<file path="src/pcsees_pkg.sv">
// package: register map, field positions and fixed values of the pcs eee status bank
package pcsees_pkg;

  // ==========================================================
  // register indices (byte address is four times the index)
  // ==========================================================
  localparam logic [5:0] IDX_STATUS = 6'h01; // pcs_status_one
  localparam logic [5:0] IDX_DEVPKG = 6'h05; // pcs_devices_in_package
  localparam logic [5:0] IDX_SIG = 6'h08; // pcs_present_signature
  localparam logic [5:0] IDX_CAP = 6'h14; // energy_efficient_capability
  localparam logic [5:0] IDX_WAKE = 6'h16; // wake_error_counter
  localparam logic [5:0] IDX_IRQ_STAT = 6'h20; // interrupt status, write one to clear
  localparam logic [5:0] IDX_IRQ_MASK = 6'h21; // interrupt mask

  // ==========================================================
  // pcs_status_one fields
  // ==========================================================
  localparam int ST_TX_LATCH = 11; // tx lpi seen, latch high
  localparam int ST_RX_LATCH = 10; // rx lpi seen, latch high
  localparam int ST_TX_NOW = 9; // tx lpi live
  localparam int ST_RX_NOW = 8; // rx lpi live
  localparam int ST_LINK = 2; // rx link, latch low

  // ==========================================================
  // devices-in-package fields
  // ==========================================================
  localparam int DEV_AN = 7; // auto-negotiation present
  localparam int DEV_PCS = 3; // coding sublayer present
  localparam int DEV_PMA = 1; // medium attachment present
  localparam int DEV_C22 = 0; // basic register set present

  // ==========================================================
  // signature and capability
  // ==========================================================
  localparam logic [1:0] SIG_CODE = 2'h2; // sublayer_signature, bits 15:14
  localparam int SIG_LSB = 14; // position of the signature code
  localparam int CAP_1000 = 2; // gigabit eee capable
  localparam int CAP_100 = 1; // 100 mb/s eee capable

  // ==========================================================
  // latch slots and interrupt bits
  // ==========================================================
  localparam int LAT_RX = 0; // rx lpi latch slot
  localparam int LAT_TX = 1; // tx lpi latch slot
  localparam int LAT_LINK = 2; // link latch slot
  localparam int LAT_N = 3; // number of latch slots
  localparam logic [LAT_N-1:0] LAT_LOW = 3'h4; // slots that latch low
  localparam int IRQ_RX = 0; // rx lpi entered
  localparam int IRQ_TX = 1; // tx lpi entered
  localparam int IRQ_LINK = 2; // link lost
  localparam int IRQ_WAKE = 3; // wake fault counted
  localparam int IRQ_W = 4; // interrupt bits
  localparam logic [IRQ_W-1:0] IRQ_MASK_RST = 4'h0; // all masked after reset
  localparam logic [15:0] WAKE_RST = 16'h0000; // counter reset value

  // register select produced by the address decoder
  typedef enum logic [2:0] {
    SEL_NONE = 3'b000,
    SEL_STATUS = 3'b001,
    SEL_DEVPKG = 3'b010,
    SEL_SIG = 3'b011,
    SEL_CAP = 3'b100,
    SEL_WAKE = 3'b101,
    SEL_ISTAT = 3'b110,
    SEL_IMASK = 3'b111
  } pcsees_sel_t;

endpackage : pcsees_pkg

</file>
<file path="src/pcsees_latch.sv">
// module: one latch-high or latch-low status flag with clear on read
`timescale 1ns/100ps
module pcsees_latch #(
  parameter bit LOW = 1'b0, // 1 = latch low, 0 = latch high
  parameter bit RST_VAL = 1'b0 // value after reset
) (
  input wire logic mclk,
  input wire logic rstn,
  input wire logic live, // present state of the watched condition
  input wire logic clr, // register read takes the flag back
  output logic q // latched flag
);

  // ==========================================================
  // latch
  // ==========================================================
  // on a read the flag reloads from the live value, so an event in
  // the read cycle itself survives the clear
  always_ff @(posedge mclk or negedge rstn) begin
    if (!rstn) begin
      q <= RST_VAL;
    end else if (clr) begin
      q <= live;
    end else if (LOW) begin
      q <= q & live; // any drop sticks until read
    end else begin
      q <= q | live; // any rise sticks until read
    end
  end

endmodule : pcsees_latch

</file>
<file path="src/pcsees_status_regs.sv">
// module: pcs eee status, capability and wake-error registers on an avalon-mm slave
//
// Decided for this implementation: the Avalon-MM interface to the registers.
`timescale 1ns/100ps
module pcsees_status_regs #(
  parameter int ADDR_W = 8, // byte address width
  parameter int CNT_W = 16, // wake-error counter width
  parameter bit AUTONEG_PRESENT = 1'b1 // auto-negotiation built into the package
) (
  input wire logic mclk,
  input wire logic rstn,
  input wire logic [ADDR_W-1:0] address,
  input wire logic read,
  input wire logic write,
  input wire logic [31:0] writedata,
  input wire logic [3:0] byteenable,
  output logic [31:0] readdata,
  output logic waitrequest,
  output logic irq,
  input wire logic rx_lpi_now,
  input wire logic tx_lpi_now,
  input wire logic rx_link_ok,
  input wire logic wake_fault
);

  // ==========================================================
  // declarations
  // ==========================================================
  localparam int LAT_LIVE_W = pcsees_pkg::LAT_N; // latch vector width
  localparam logic [CNT_W-1:0] CNT_MAX = '1; // saturation value
  localparam logic [CNT_W-1:0] CNT_ONE = CNT_W'(1); // increment
  logic waitrequest_reg; // high except in the answer cycle
  logic [31:0] readdata_reg; // captured read word
  logic [31:0] readdata_next; // word chosen by the decoder
  logic irq_reg; // registered interrupt line
  logic accept; // request taken this edge
  logic done; // answer cycle, master samples now
  pcsees_pkg::pcsees_sel_t sel; // decoded register
  logic clr_status; // read of pcs_status_one
  logic clr_wake; // read of wake_error_counter
  logic [LAT_LIVE_W-1:0] lat_live; // live inputs of the latches
  logic [pcsees_pkg::LAT_N-1:0] lat_q; // latched status flags
  logic [CNT_W-1:0] wake_cnt_reg; // wake-error count
  logic [CNT_W-1:0] wake_cnt_next; // next count
  logic [pcsees_pkg::IRQ_W-1:0] istat_reg; // sticky interrupt bits
  logic [pcsees_pkg::IRQ_W-1:0] istat_next; // next sticky bits
  logic [pcsees_pkg::IRQ_W-1:0] imask_reg; // interrupt enables
  logic [pcsees_pkg::IRQ_W-1:0] ev; // interrupt events this cycle
  logic rx_lpi_prev_reg; // for edge of rx lpi
  logic tx_lpi_prev_reg; // for edge of tx lpi
  logic link_prev_reg; // for loss of link
  logic [15:0] w_low; // byte lane 0 of write data under its enable, bits 15:8 zero

  // ==========================================================
  // address decoder
  // ==========================================================
  // misaligned or unlisted addresses map to none and read as zero
  function automatic pcsees_pkg::pcsees_sel_t decode(input logic [ADDR_W-1:0] a);
    logic [5:0] idx;
    idx = a[7:2];
    if (a[1:0] != 2'h0) begin
      decode = pcsees_pkg::SEL_NONE;
    end else if (idx == pcsees_pkg::IDX_STATUS) begin
      decode = pcsees_pkg::SEL_STATUS;
    end else if (idx == pcsees_pkg::IDX_DEVPKG) begin
      decode = pcsees_pkg::SEL_DEVPKG;
    end else if (idx == pcsees_pkg::IDX_SIG) begin
      decode = pcsees_pkg::SEL_SIG;
    end else if (idx == pcsees_pkg::IDX_CAP) begin
      decode = pcsees_pkg::SEL_CAP;
    end else if (idx == pcsees_pkg::IDX_WAKE) begin
      decode = pcsees_pkg::SEL_WAKE;
    end else if (idx == pcsees_pkg::IDX_IRQ_STAT) begin
      decode = pcsees_pkg::SEL_ISTAT;
    end else if (idx == pcsees_pkg::IDX_IRQ_MASK) begin
      decode = pcsees_pkg::SEL_IMASK;
    end else begin
      decode = pcsees_pkg::SEL_NONE;
    end
  endfunction : decode

  // ==========================================================
  // bus handshake
  // ==========================================================
  // a request is taken while waitrequest is high; the next cycle is
  // the single answer cycle, so every access costs exactly two cycles
  assign accept = (read | write) & waitrequest_reg;
  assign done = (read | write) & ~waitrequest_reg;
  assign sel = decode(address);
  // read side effects fire together with the data capture, so a
  // flag or count that moves on that edge is never lost
  assign clr_status = accept & read & (sel == pcsees_pkg::SEL_STATUS);
  assign clr_wake = accept & read & (sel == pcsees_pkg::SEL_WAKE);

  // waitrequest drops for one cycle after each taken request
  always_ff @(posedge mclk or negedge rstn) begin
    if (!rstn) begin
      waitrequest_reg <= 1'b1;
    end else if (accept) begin
      waitrequest_reg <= 1'b0;
    end else begin
      waitrequest_reg <= 1'b1;
    end
  end

  // ==========================================================
  // read mux
  // ==========================================================
  // all words are 16 bits wide; upper half and reserved bits stay zero
  always_comb begin
    readdata_next = 32'h0000_0000;
    unique case (sel)
      pcsees_pkg::SEL_STATUS: begin
        readdata_next[pcsees_pkg::ST_TX_LATCH] = lat_q[pcsees_pkg::LAT_TX];
        readdata_next[pcsees_pkg::ST_RX_LATCH] = lat_q[pcsees_pkg::LAT_RX];
        readdata_next[pcsees_pkg::ST_TX_NOW] = tx_lpi_now;
        readdata_next[pcsees_pkg::ST_RX_NOW] = rx_lpi_now;
        readdata_next[pcsees_pkg::ST_LINK] = lat_q[pcsees_pkg::LAT_LINK];
      end
      pcsees_pkg::SEL_DEVPKG: begin
        readdata_next[pcsees_pkg::DEV_AN] = AUTONEG_PRESENT;
        readdata_next[pcsees_pkg::DEV_PCS] = 1'b1;
        readdata_next[pcsees_pkg::DEV_PMA] = 1'b1;
        readdata_next[pcsees_pkg::DEV_C22] = 1'b1;
      end
      pcsees_pkg::SEL_SIG: begin
        readdata_next[pcsees_pkg::SIG_LSB +: 2] = pcsees_pkg::SIG_CODE;
      end
      pcsees_pkg::SEL_CAP: begin
        readdata_next[pcsees_pkg::CAP_1000] = 1'b1;
        readdata_next[pcsees_pkg::CAP_100] = 1'b1;
      end
      pcsees_pkg::SEL_WAKE: begin
        readdata_next[CNT_W-1:0] = wake_cnt_reg;
      end
      pcsees_pkg::SEL_ISTAT: begin
        readdata_next[pcsees_pkg::IRQ_W-1:0] = istat_reg;
      end
      pcsees_pkg::SEL_IMASK: begin
        readdata_next[pcsees_pkg::IRQ_W-1:0] = imask_reg;
      end
      pcsees_pkg::SEL_NONE: begin
        readdata_next = 32'h0000_0000; // unmapped reads as zero
      end
    endcase
  end

  // read word captured at the accept edge, held through the answer
  always_ff @(posedge mclk or negedge rstn) begin
    if (!rstn) begin
      readdata_reg <= 32'h0000_0000;
    end else if (accept & read) begin
      readdata_reg <= readdata_next;
    end
  end

  // ==========================================================
  // latched status flags
  // ==========================================================
  assign lat_live[pcsees_pkg::LAT_RX] = rx_lpi_now;
  assign lat_live[pcsees_pkg::LAT_TX] = tx_lpi_now;
  assign lat_live[pcsees_pkg::LAT_LINK] = rx_link_ok;

  // one cell per flag, polarity taken from the latch-low mask
  generate
    for (genvar i = 0; i < pcsees_pkg::LAT_N; i++) begin : g_lat
      pcsees_latch #(
        .LOW(pcsees_pkg::LAT_LOW[i]),
        .RST_VAL(1'b0)
      ) u_lat (
        .mclk(mclk),
        .rstn(rstn),
        .live(lat_live[i]),
        .clr(clr_status),
        .q(lat_q[i])
      );
    end
  endgenerate

  // ==========================================================
  // wake-error counter
  // ==========================================================
  // a fault in the read cycle restarts the count at one
  always_comb begin
    if (clr_wake) begin
      wake_cnt_next = wake_fault ? CNT_ONE : '0;
    end else if (wake_fault && (wake_cnt_reg != CNT_MAX)) begin
      wake_cnt_next = wake_cnt_reg + CNT_ONE;
    end else begin
      wake_cnt_next = wake_cnt_reg; // holds at all ones
    end
  end

  always_ff @(posedge mclk or negedge rstn) begin
    if (!rstn) begin
      wake_cnt_reg <= pcsees_pkg::WAKE_RST[CNT_W-1:0];
    end else begin
      wake_cnt_reg <= wake_cnt_next;
    end
  end

  // ==========================================================
  // interrupt events
  // ==========================================================
  // lpi and link use edges, not levels, so a long lpi period raises one event only; wake fault is a level
  always_ff @(posedge mclk or negedge rstn) begin
    if (!rstn) begin
      rx_lpi_prev_reg <= 1'b0;
      tx_lpi_prev_reg <= 1'b0;
      link_prev_reg <= 1'b0;
    end else begin
      rx_lpi_prev_reg <= rx_lpi_now;
      tx_lpi_prev_reg <= tx_lpi_now;
      link_prev_reg <= rx_link_ok;
    end
  end

  assign ev[pcsees_pkg::IRQ_RX] = rx_lpi_now & ~rx_lpi_prev_reg;
  assign ev[pcsees_pkg::IRQ_TX] = tx_lpi_now & ~tx_lpi_prev_reg;
  assign ev[pcsees_pkg::IRQ_LINK] = link_prev_reg & ~rx_link_ok;
  assign ev[pcsees_pkg::IRQ_WAKE] = wake_fault;

  // byte lane 0 carries every writable bit
  assign w_low = {8'h00, byteenable[0] ? writedata[7:0] : 8'h00};

  // write one clears; a new event in the same cycle wins
  always_comb begin
    istat_next = istat_reg;
    if (done && write && (sel == pcsees_pkg::SEL_ISTAT)) begin
      istat_next = istat_reg & ~w_low[pcsees_pkg::IRQ_W-1:0];
    end
    istat_next = istat_next | ev;
  end

  always_ff @(posedge mclk or negedge rstn) begin
    if (!rstn) begin
      istat_reg <= '0;
    end else begin
      istat_reg <= istat_next;
    end
  end

  // mask is the only plainly stored register; interrupt status takes write-one-to-clear, writes elsewhere are dropped
  always_ff @(posedge mclk or negedge rstn) begin
    if (!rstn) begin
      imask_reg <= pcsees_pkg::IRQ_MASK_RST;
    end else if (done && write && (sel == pcsees_pkg::SEL_IMASK) && byteenable[0]) begin
      imask_reg <= writedata[pcsees_pkg::IRQ_W-1:0];
    end
  end

  // level interrupt, one cycle behind the sticky bits
  always_ff @(posedge mclk or negedge rstn) begin
    if (!rstn) begin
      irq_reg <= 1'b0;
    end else begin
      irq_reg <= |(istat_reg & imask_reg);
    end
  end

  // ==========================================================
  // outputs
  // ==========================================================
  assign readdata = readdata_reg;
  assign waitrequest = waitrequest_reg;
  assign irq = irq_reg;

  // ==========================================================
  // assertions
  // ==========================================================
  logic rd_status_d; // status read taken last edge
  logic rd_dev_d; // package word read taken last edge
  logic rd_sig_d; // signature read taken last edge
  logic rd_cap_d; // capability read taken last edge
  always_ff @(posedge mclk or negedge rstn) begin
    if (!rstn) begin
      rd_status_d <= 1'b0;
      rd_dev_d <= 1'b0;
      rd_sig_d <= 1'b0;
      rd_cap_d <= 1'b0;
    end else begin
      rd_status_d <= clr_status;
      rd_dev_d <= accept & read & (sel == pcsees_pkg::SEL_DEVPKG);
      rd_sig_d <= accept & read & (sel == pcsees_pkg::SEL_SIG);
      rd_cap_d <= accept & read & (sel == pcsees_pkg::SEL_CAP);
    end
  end
endmodule : pcsees_status_regs

</file>
<file path="config.mk">
export PLATFORM = sky130hd
export DESIGN_NAME = pcsees_status_regs
export DESIGN_NICKNAME = d
export VERILOG_FILES = /design/src/pcsees_pkg.sv /design/src/pcsees_latch.sv /design/src/pcsees_status_regs.sv
export SDC_FILE = /design/constraint.sdc
export NUM_CORES = 1
export LEC_CHECK = 0
export ABC_CLOCK_PERIOD_IN_PS = 5900
export BUFFER_PORTS_ARGS = -buffer_cell sky130_fd_sc_hd__buf_2
export CAP_MARGIN = 20
export CORE_ASPECT_RATIO = 1.2
export CORE_MARGIN = 2
export CORE_UTILIZATION = 40
export DETAILED_ROUTE_END_ITERATION = 8
export PLACE_DENSITY = 0.64
export SYNTH_ARGS = -nofsm -noshare
export SYNTH_HDL_FRONTEND = slang
export SYNTH_SLANG_ARGS = --single-unit
</file>
<file path="constraint.sdc">
create_clock -name mclk -period 5.9 [get_ports mclk]
set_input_delay 0.885 -clock mclk [delete_from_list [all_inputs] [get_ports mclk]]
set_output_delay 0.885 -clock mclk [all_outputs]
set_load 0.02 [all_outputs]
</file>
; After elaboration in Yosys (flattened, before gate mapping)
; Index checks and enable logic that the tools add are counted.
[word_totals]
register_bits = 48
inputBits = 52
output_inout_bits = 34
wordCells = 83
[classes]
n_addsub = 1
eq_ne = 15
muxes = 26
n_bitwise = 20
reduce_logical = 9
[ops]
columns = cell, n
row1 = $mux W16, 2
row2 = $mux W3, 9
row3 = $add A16 B1 Y16 const B, 1
row4 = $ne A16 B16 Y1 const B, 1
row5 = $eq A3 B3 Y1 const B, 4
row6 = $eq A6 B5 Y1 const B, 2
row7 = $eq A6 B6 Y1 const B, 2
row8 = $pmux W1 S4, 3
row9 = $and A1 B1 Y1, 9
row10 = $and A4 B4 Y4, 2
row11 = $mux W4, 2
row12 = $pmux W4 S2, 1
row13 = $eq A3 B2 Y1 const B, 2
row14 = $eq A6 B1 Y1 const B, 1
row15 = $eq A6 B3 Y1 const B, 1
row16 = $eq A6 B4 Y1 const B, 1
row17 = $logic_and A1 B1 Y1, 5
row18 = $mux W1, 5
row19 = $pmux W1 S5, 1
row20 = $not A1 Y1, 4
row21 = $not A4 Y4, 1
row22 = $or A4 B4 Y4, 1
row23 = $pmux W2 S2, 1
row24 = $reduce_bool A2 Y1, 2
row25 = other kinds (6), 8

; Logic depth before layout (Yosys ltp)
[logic_depth]
word_depth = 13
depth_mapped = 6
depth_no_buf = 5

; Hierarchy
; From an unflattened synthesis, not the netlist that was laid out.
[unflattened]
cells_unflattened = 252
hier_area_um2 = 2552.4
[by_module_without_submodules]
columns = module, instances, cells_each, area_each_um2, seq_area_each_um2
row1 = pcsees_status_regs, 1, 244, 2447.3, 1127.3
row2 = pcsees_latch at g_lat[0].u_lat ..., 2, 3, 36.3, 25.0
row3 = pcsees_latch at g_lat[2].u_lat, 1, 2, 32.5, 25.0

; Worst setup path after synthesis
; Ideal clock, no wire load.
[synth_path]
path_type = input to register
startpoint = in address[3]
endpoint = reg wake_cnt_reg[12]
setup_time_ns = 0.124
arrival_time_ns = 2.336
required_ns = 5.776
setup_slack_ns = 3.440
stages = 6
path_buffers = 2
cell_sequence = buf_6 > or4b_4 > a2111o_1 > buf_6 > o211ai_1 > nand2_1
[synth_via]
elab_chain_len = 12
elab_cells_between_ends = 19
cone_classes = eq/ne: 8 / mux: 9 / bitwise: 1 / reduce/logical: 1
[synth_lines]
columns = element, line_no
row1 = from (decl), pcsees_status_regs.sv:12  ; input wire logic [ADDR_W-1:0] address,
row2 = $eq A6 B6 Y1, pcsees_status_regs.sv:75  ; end else if (idx == pcsees_pkg::IDX_IRQ_MASK) begin
row3 = $mux W3, pcsees_status_regs.sv:75
row4 = $mux W3, pcsees_status_regs.sv:73  ; end else if (idx == pcsees_pkg::IDX_IRQ_STAT) begin
row5 = $mux W3, pcsees_status_regs.sv:71  ; end else if (idx == pcsees_pkg::IDX_WAKE) begin
row6 = $mux W3, pcsees_status_regs.sv:69  ; end else if (idx == pcsees_pkg::IDX_CAP) begin
row7 = $mux W3, pcsees_status_regs.sv:67  ; end else if (idx == pcsees_pkg::IDX_SIG) begin
row8 = $mux W3, pcsees_status_regs.sv:65  ; end else if (idx == pcsees_pkg::IDX_DEVPKG) begin
row9 = $mux W3 *, pcsees_status_regs.sv:63  ; end else if (idx == pcsees_pkg::IDX_STATUS) begin
row10 = $mux W3 *, pcsees_status_regs.sv:61  ; if (a[1:0] != 2'h0) begin
row11 = $eq A3 B3 Y1 *, pcsees_status_regs.sv:93  ; assign clr_wake = accept & read & (sel == pcsees_pkg::SEL_WAKE);
row12 = $and A1 B1 Y1 *, pcsees_status_regs.sv:93
row13 = $mux W16 or $reduce_bool A2 Y1 (tied branches), n/a
row14 = to (signal assigned), pcsees_status_regs.sv:196  ; wake_cnt_reg <= pcsees_pkg::WAKE_RST[CNT_W-1:0];
row15 = to (signal assigned), pcsees_status_regs.sv:198  ; wake_cnt_reg <= wake_cnt_next;
row16 = to (decl), pcsees_status_regs.sv:43  ; logic [CNT_W-1:0] wake_cnt_reg;
; Mark *: on every way between the ends. The rest lies on a longest branch, timed or not.
; A chain may end at the register's enable or synchronous reset.

; Worst setup path after layout
[layout_path]
startpoint = in address[6]
endpoint = reg imask_reg[2] in the netlist's numbering
[layout_via]
elab_chain_len = 12
elab_cells_between_ends = 18
cone_classes = eq/ne: 8 / mux: 8 / reduce/logical: 2
[layout_lines]
columns = element, line_no
row1 = $eq A6 B6 Y1, pcsees_status_regs.sv:75
row2 = $mux W3, pcsees_status_regs.sv:75
row3 = $mux W3, pcsees_status_regs.sv:73
row4 = $mux W3, pcsees_status_regs.sv:71
row5 = $mux W3, pcsees_status_regs.sv:69
row6 = $mux W3, pcsees_status_regs.sv:67
row7 = $mux W3, pcsees_status_regs.sv:65
row8 = $mux W3 *, pcsees_status_regs.sv:63
row9 = $mux W3 *, pcsees_status_regs.sv:61
row10 = $eq A3 B3 Y1 *, pcsees_status_regs.sv:247  ; end else if (done && write && (sel == pcsees_pkg::SEL_IMASK) && byteenable[0]) begin
row11 = $logic_and A1 B1 Y1 * (2 in series), pcsees_status_regs.sv:247
row12 = to (signal assigned), pcsees_status_regs.sv:246  ; imask_reg <= pcsees_pkg::IRQ_MASK_RST;
row13 = to (signal assigned), pcsees_status_regs.sv:248  ; imask_reg <= writedata[pcsees_pkg::IRQ_W-1:0];
row14 = to (decl), pcsees_status_regs.sv:47  ; logic [pcsees_pkg::IRQ_W-1:0] imask_reg;
; Marked as above.

==> run_results.csv <==
group,metric,value,unit
synth,syn-cell-area,0.00279,mm²
clock_network,cts.clk_slew.worst_paths,0.09,ns
synth,ys_types,64,
synth,synth-edff-count,0,
timing,drv_slew,0,
synth,ys_top_cells_by_area,"dfrtp_1 42%, buf_4 4.8%, nand2_1 3.6%, a2111oi_4 3.0%, a22o_1 2.5%",
global_routing,grt_pass1_vias,2178,
timing,setup-tns-final,0,ns
clock_network,cts_buffer_depth,2,
power_and_ir_drop,intPower,469,µW
finish,final_cell_mix,"47 x dfrtp_1, 38 x buf_2, 27 x nand2_1",
power_and_ir_drop,p_clk_share,28.0,%
timing,rsz0062_at_grt,"false",
clock_network,clock_latency,0.30,ns
routing,final_antenna_net_count,0,
critical_path,reg2reg_to,"g_lat[0].u_lat.q",
critical_path,crit_path_start_kind,"input port",
routing,dr.pass1.iters,4,
timing,period_needed,2.58,ns
clock_network,clockRootBuffer,"clkbuf_8",
synth,syn_area_per_cell,10.3,µm²
critical_path,cp_max_fo,13,
synth,syn_inst,272,
clock_network,post_cts_buffers,0,
critical_path,endpoint_kind,"register",
floorplan,fp.dieH,95.5,µm
critical_path,endpoint,"imask_reg[2]",
power_and_ir_drop,p_comb_share,15.7,%
synth,synth_flop_cell,"dfrtp_1",
routing,wire_per_inst,17.0,µm
clock_network,cts.sinks,48,
timing,finalSetupViolations,0,
finish,layout-drive-gt1-share,19.9,%
synth,netlist.area_leader.share,42.2,%
floorplan,initial_core_util,40.9,%
routing,drt_iter0_drc,143,
worst_hold_path,hold_path_class,"register to register",
critical_path,cp.arrival,2.77,ns
critical_path,r2r-start,"waitrequest",
power_and_ir_drop,p_leak,1.32,nW
synth,yosysTopAreaCell,"dfrtp_1",
power_and_ir_drop,p_switching,215,µW
clock_network,cts_buffers,5,
finish,layout_commonest_cell,"dfrtp_1",
critical_path,r2r_slack,3.44,ns
global_routing,antenna_found_initial,0,
timing,fin_crit_sh,43.7,%
global_routing,globalRouteOverflowTotal,0,
power_and_ir_drop,peakVddDrop,104,µV
timing,setup_slack,3.32,ns
floorplan,die-width,80.2,µm
synth,ys_seq_elements,48,
routing,routed_wl,6680,µm
synth,synth-seq-area-share,43.1,%
placed_design,hpwl,4550,µm
clock_network,cts_htree_levels,2,
timing,hold_ws,0.489,ns
timing,final.setup_skew,0.00839,ns
floorplan,dieArea,0.00766,mm²
synth,ys.warnings.count,0,
power_and_ir_drop,p_sw_share,31.4,%
global_routing,grt_pass1_wl,10800,µm
finish,diodes,0,
power_and_ir_drop,power_density,224,mW/mm²
critical_path,r2r_cells,4,
synth,synth-async-reset-ratio,100,%
flow_run,max-cap-violations,0,
worst_hold_path,worstHoldStart,"link_prev_reg",
power_and_ir_drop,power,684,µW
power_and_ir_drop,pwr-share-seq,56.3,%
routing,vias,2296,
critical_path,crit_required,6.09,ns
routing,vias_per_cell,5.84,
critical_path,cp-startpoint,"address[6]",
timing,hold_violations,0,
timing,worst_pin_slew,0.845,ns
floorplan,row_count,33,
finish,nFillCells,673,
global_routing,grtUsageTotal,18.1,%
clock_network,tritoncts,"yes",
finish,fin_util,44.8,%
floorplan,pin_count,86,
global_routing,grt_max_degree,49,
placed_design,preCtsSetupSlack,3.00,ns
clock_network,postCtsHoldBufs,0,
placed_design,place.port_buffers,38,
finish,fin_nets,359,
run_status,outcome,"completed",
timing,max_freq,387,MHz
routing,post-route-drc-count,0,
finish,syn2layout_area_growth,9.42,%
critical_path,crit_type,"input port to register",
floorplan,coreArea,0.00681,mm²
timing,slew-limit-headroom,43.1,%
clock_network,cts.repair.resized,0,
placed_design,gp_congestion,0.905,
==> logic make-up after synthesis <==
kind of cell | Yosys count | share of synthesized area (%)
AND/OR/NAND/NOR | 106 | 22.3
buffers and inverters | 35 | 8.17
multiplexers | 8 | 3.59
AO/OA/AOI/OAI | 71 | 21.6
XOR/XNOR | 2 | 0.628
adder cells (fa/ha/maj) | 1 | 0.449
flip-flops | 48 | 43.1
other | 1 | 0.134
==> synth_stat cells (all sizes together), types with 4 or more instances <==
master / instances
o21ai: 9
nand3: 8
and2: 6
nor2: 13
mux2: 4
nand4: 7
nor3b: 4
a221o: 5
a21oi: 10
dfrtp: 47
buf: 26
inv: 7
mux2i: 4
or4: 7
a22oi: 4
nand2: 27
o211ai: 5
nor3: 5
a22o: 8
==> critical path: stages <==
cell	delay [ns]
buf_2	0.25
nor4bb_1	0.56
o21ba_2	0.42
and4_4	0.34
mux2_4	0.30
==> power by group through the flow <==
| stage | Clock [mW] | Sequential (mW) | Combinational (mW) |
|---|---|---|---|
| 2_1_floorplan | 0 | 0.380 | 0.0822 |
| 3_3_place_gp | 0 | 0.389 | 0.103 |
| 3_5_place_dp | 0 | 0.389 | 0.106 |
| 4_1_cts | 0.197 | 0.384 | 0.107 |
| 5_1_grt | 0.214 | 0.389 | 0.122 |
| 6_report | 0.191 | 0.385 | 0.108 |
==> routing by layer <==
layer | routed length, µm | GRT usage (%) | up-vias
met2 | 3310 | 30.0 | 61
met3 | 266 | 3.41 | 14
met5 | 0 | 0 | -
met4 | 140 | 6.07 | 0
met1 | 2960 | 23.8 | 1141
li1 | - | - | 1080
==> area by class of cell <==
class / instances / area, µm² / area share [%]
multi-input combinational: 204 / 1420 / 46.4
sequential: 48 / 1200 / 39.4
timing repair buffer: 40 / 218 / 7.13
tap: 87 / 109 / 3.57
clock buffer: 5 / 68.8 / 2.26
inverter: 7 / 26.3 / 0.861
clock inverter: 2 / 12.5 / 0.410
==> through the flow <==
stage / area, µm² / std cells
2_1_floorplan: 2850 / 287
3_3_place_gp: 2950 / 385
3_5_place_dp: 2950 / 385
4_1_cts: 3030 / 392
5_1_grt: 3050 / 393
6_report: 3050 / 393
==> worst min path at each step <==
stage	to	slack [ns]	cells after the start
2_1_floorplan	istat_reg[2]	0.45	1
3_3_place_gp	istat_reg[2]	0.45	1
3_5_place_dp	g_lat[1].u_lat.q	0.47	1
4_1_cts	istat_reg[2]	0.49	1
5_1_grt	istat_reg[2]	0.51	1
6_report	istat_reg[2]	0.49	1
Note: power is estimated with default switching activity, not from simulation.
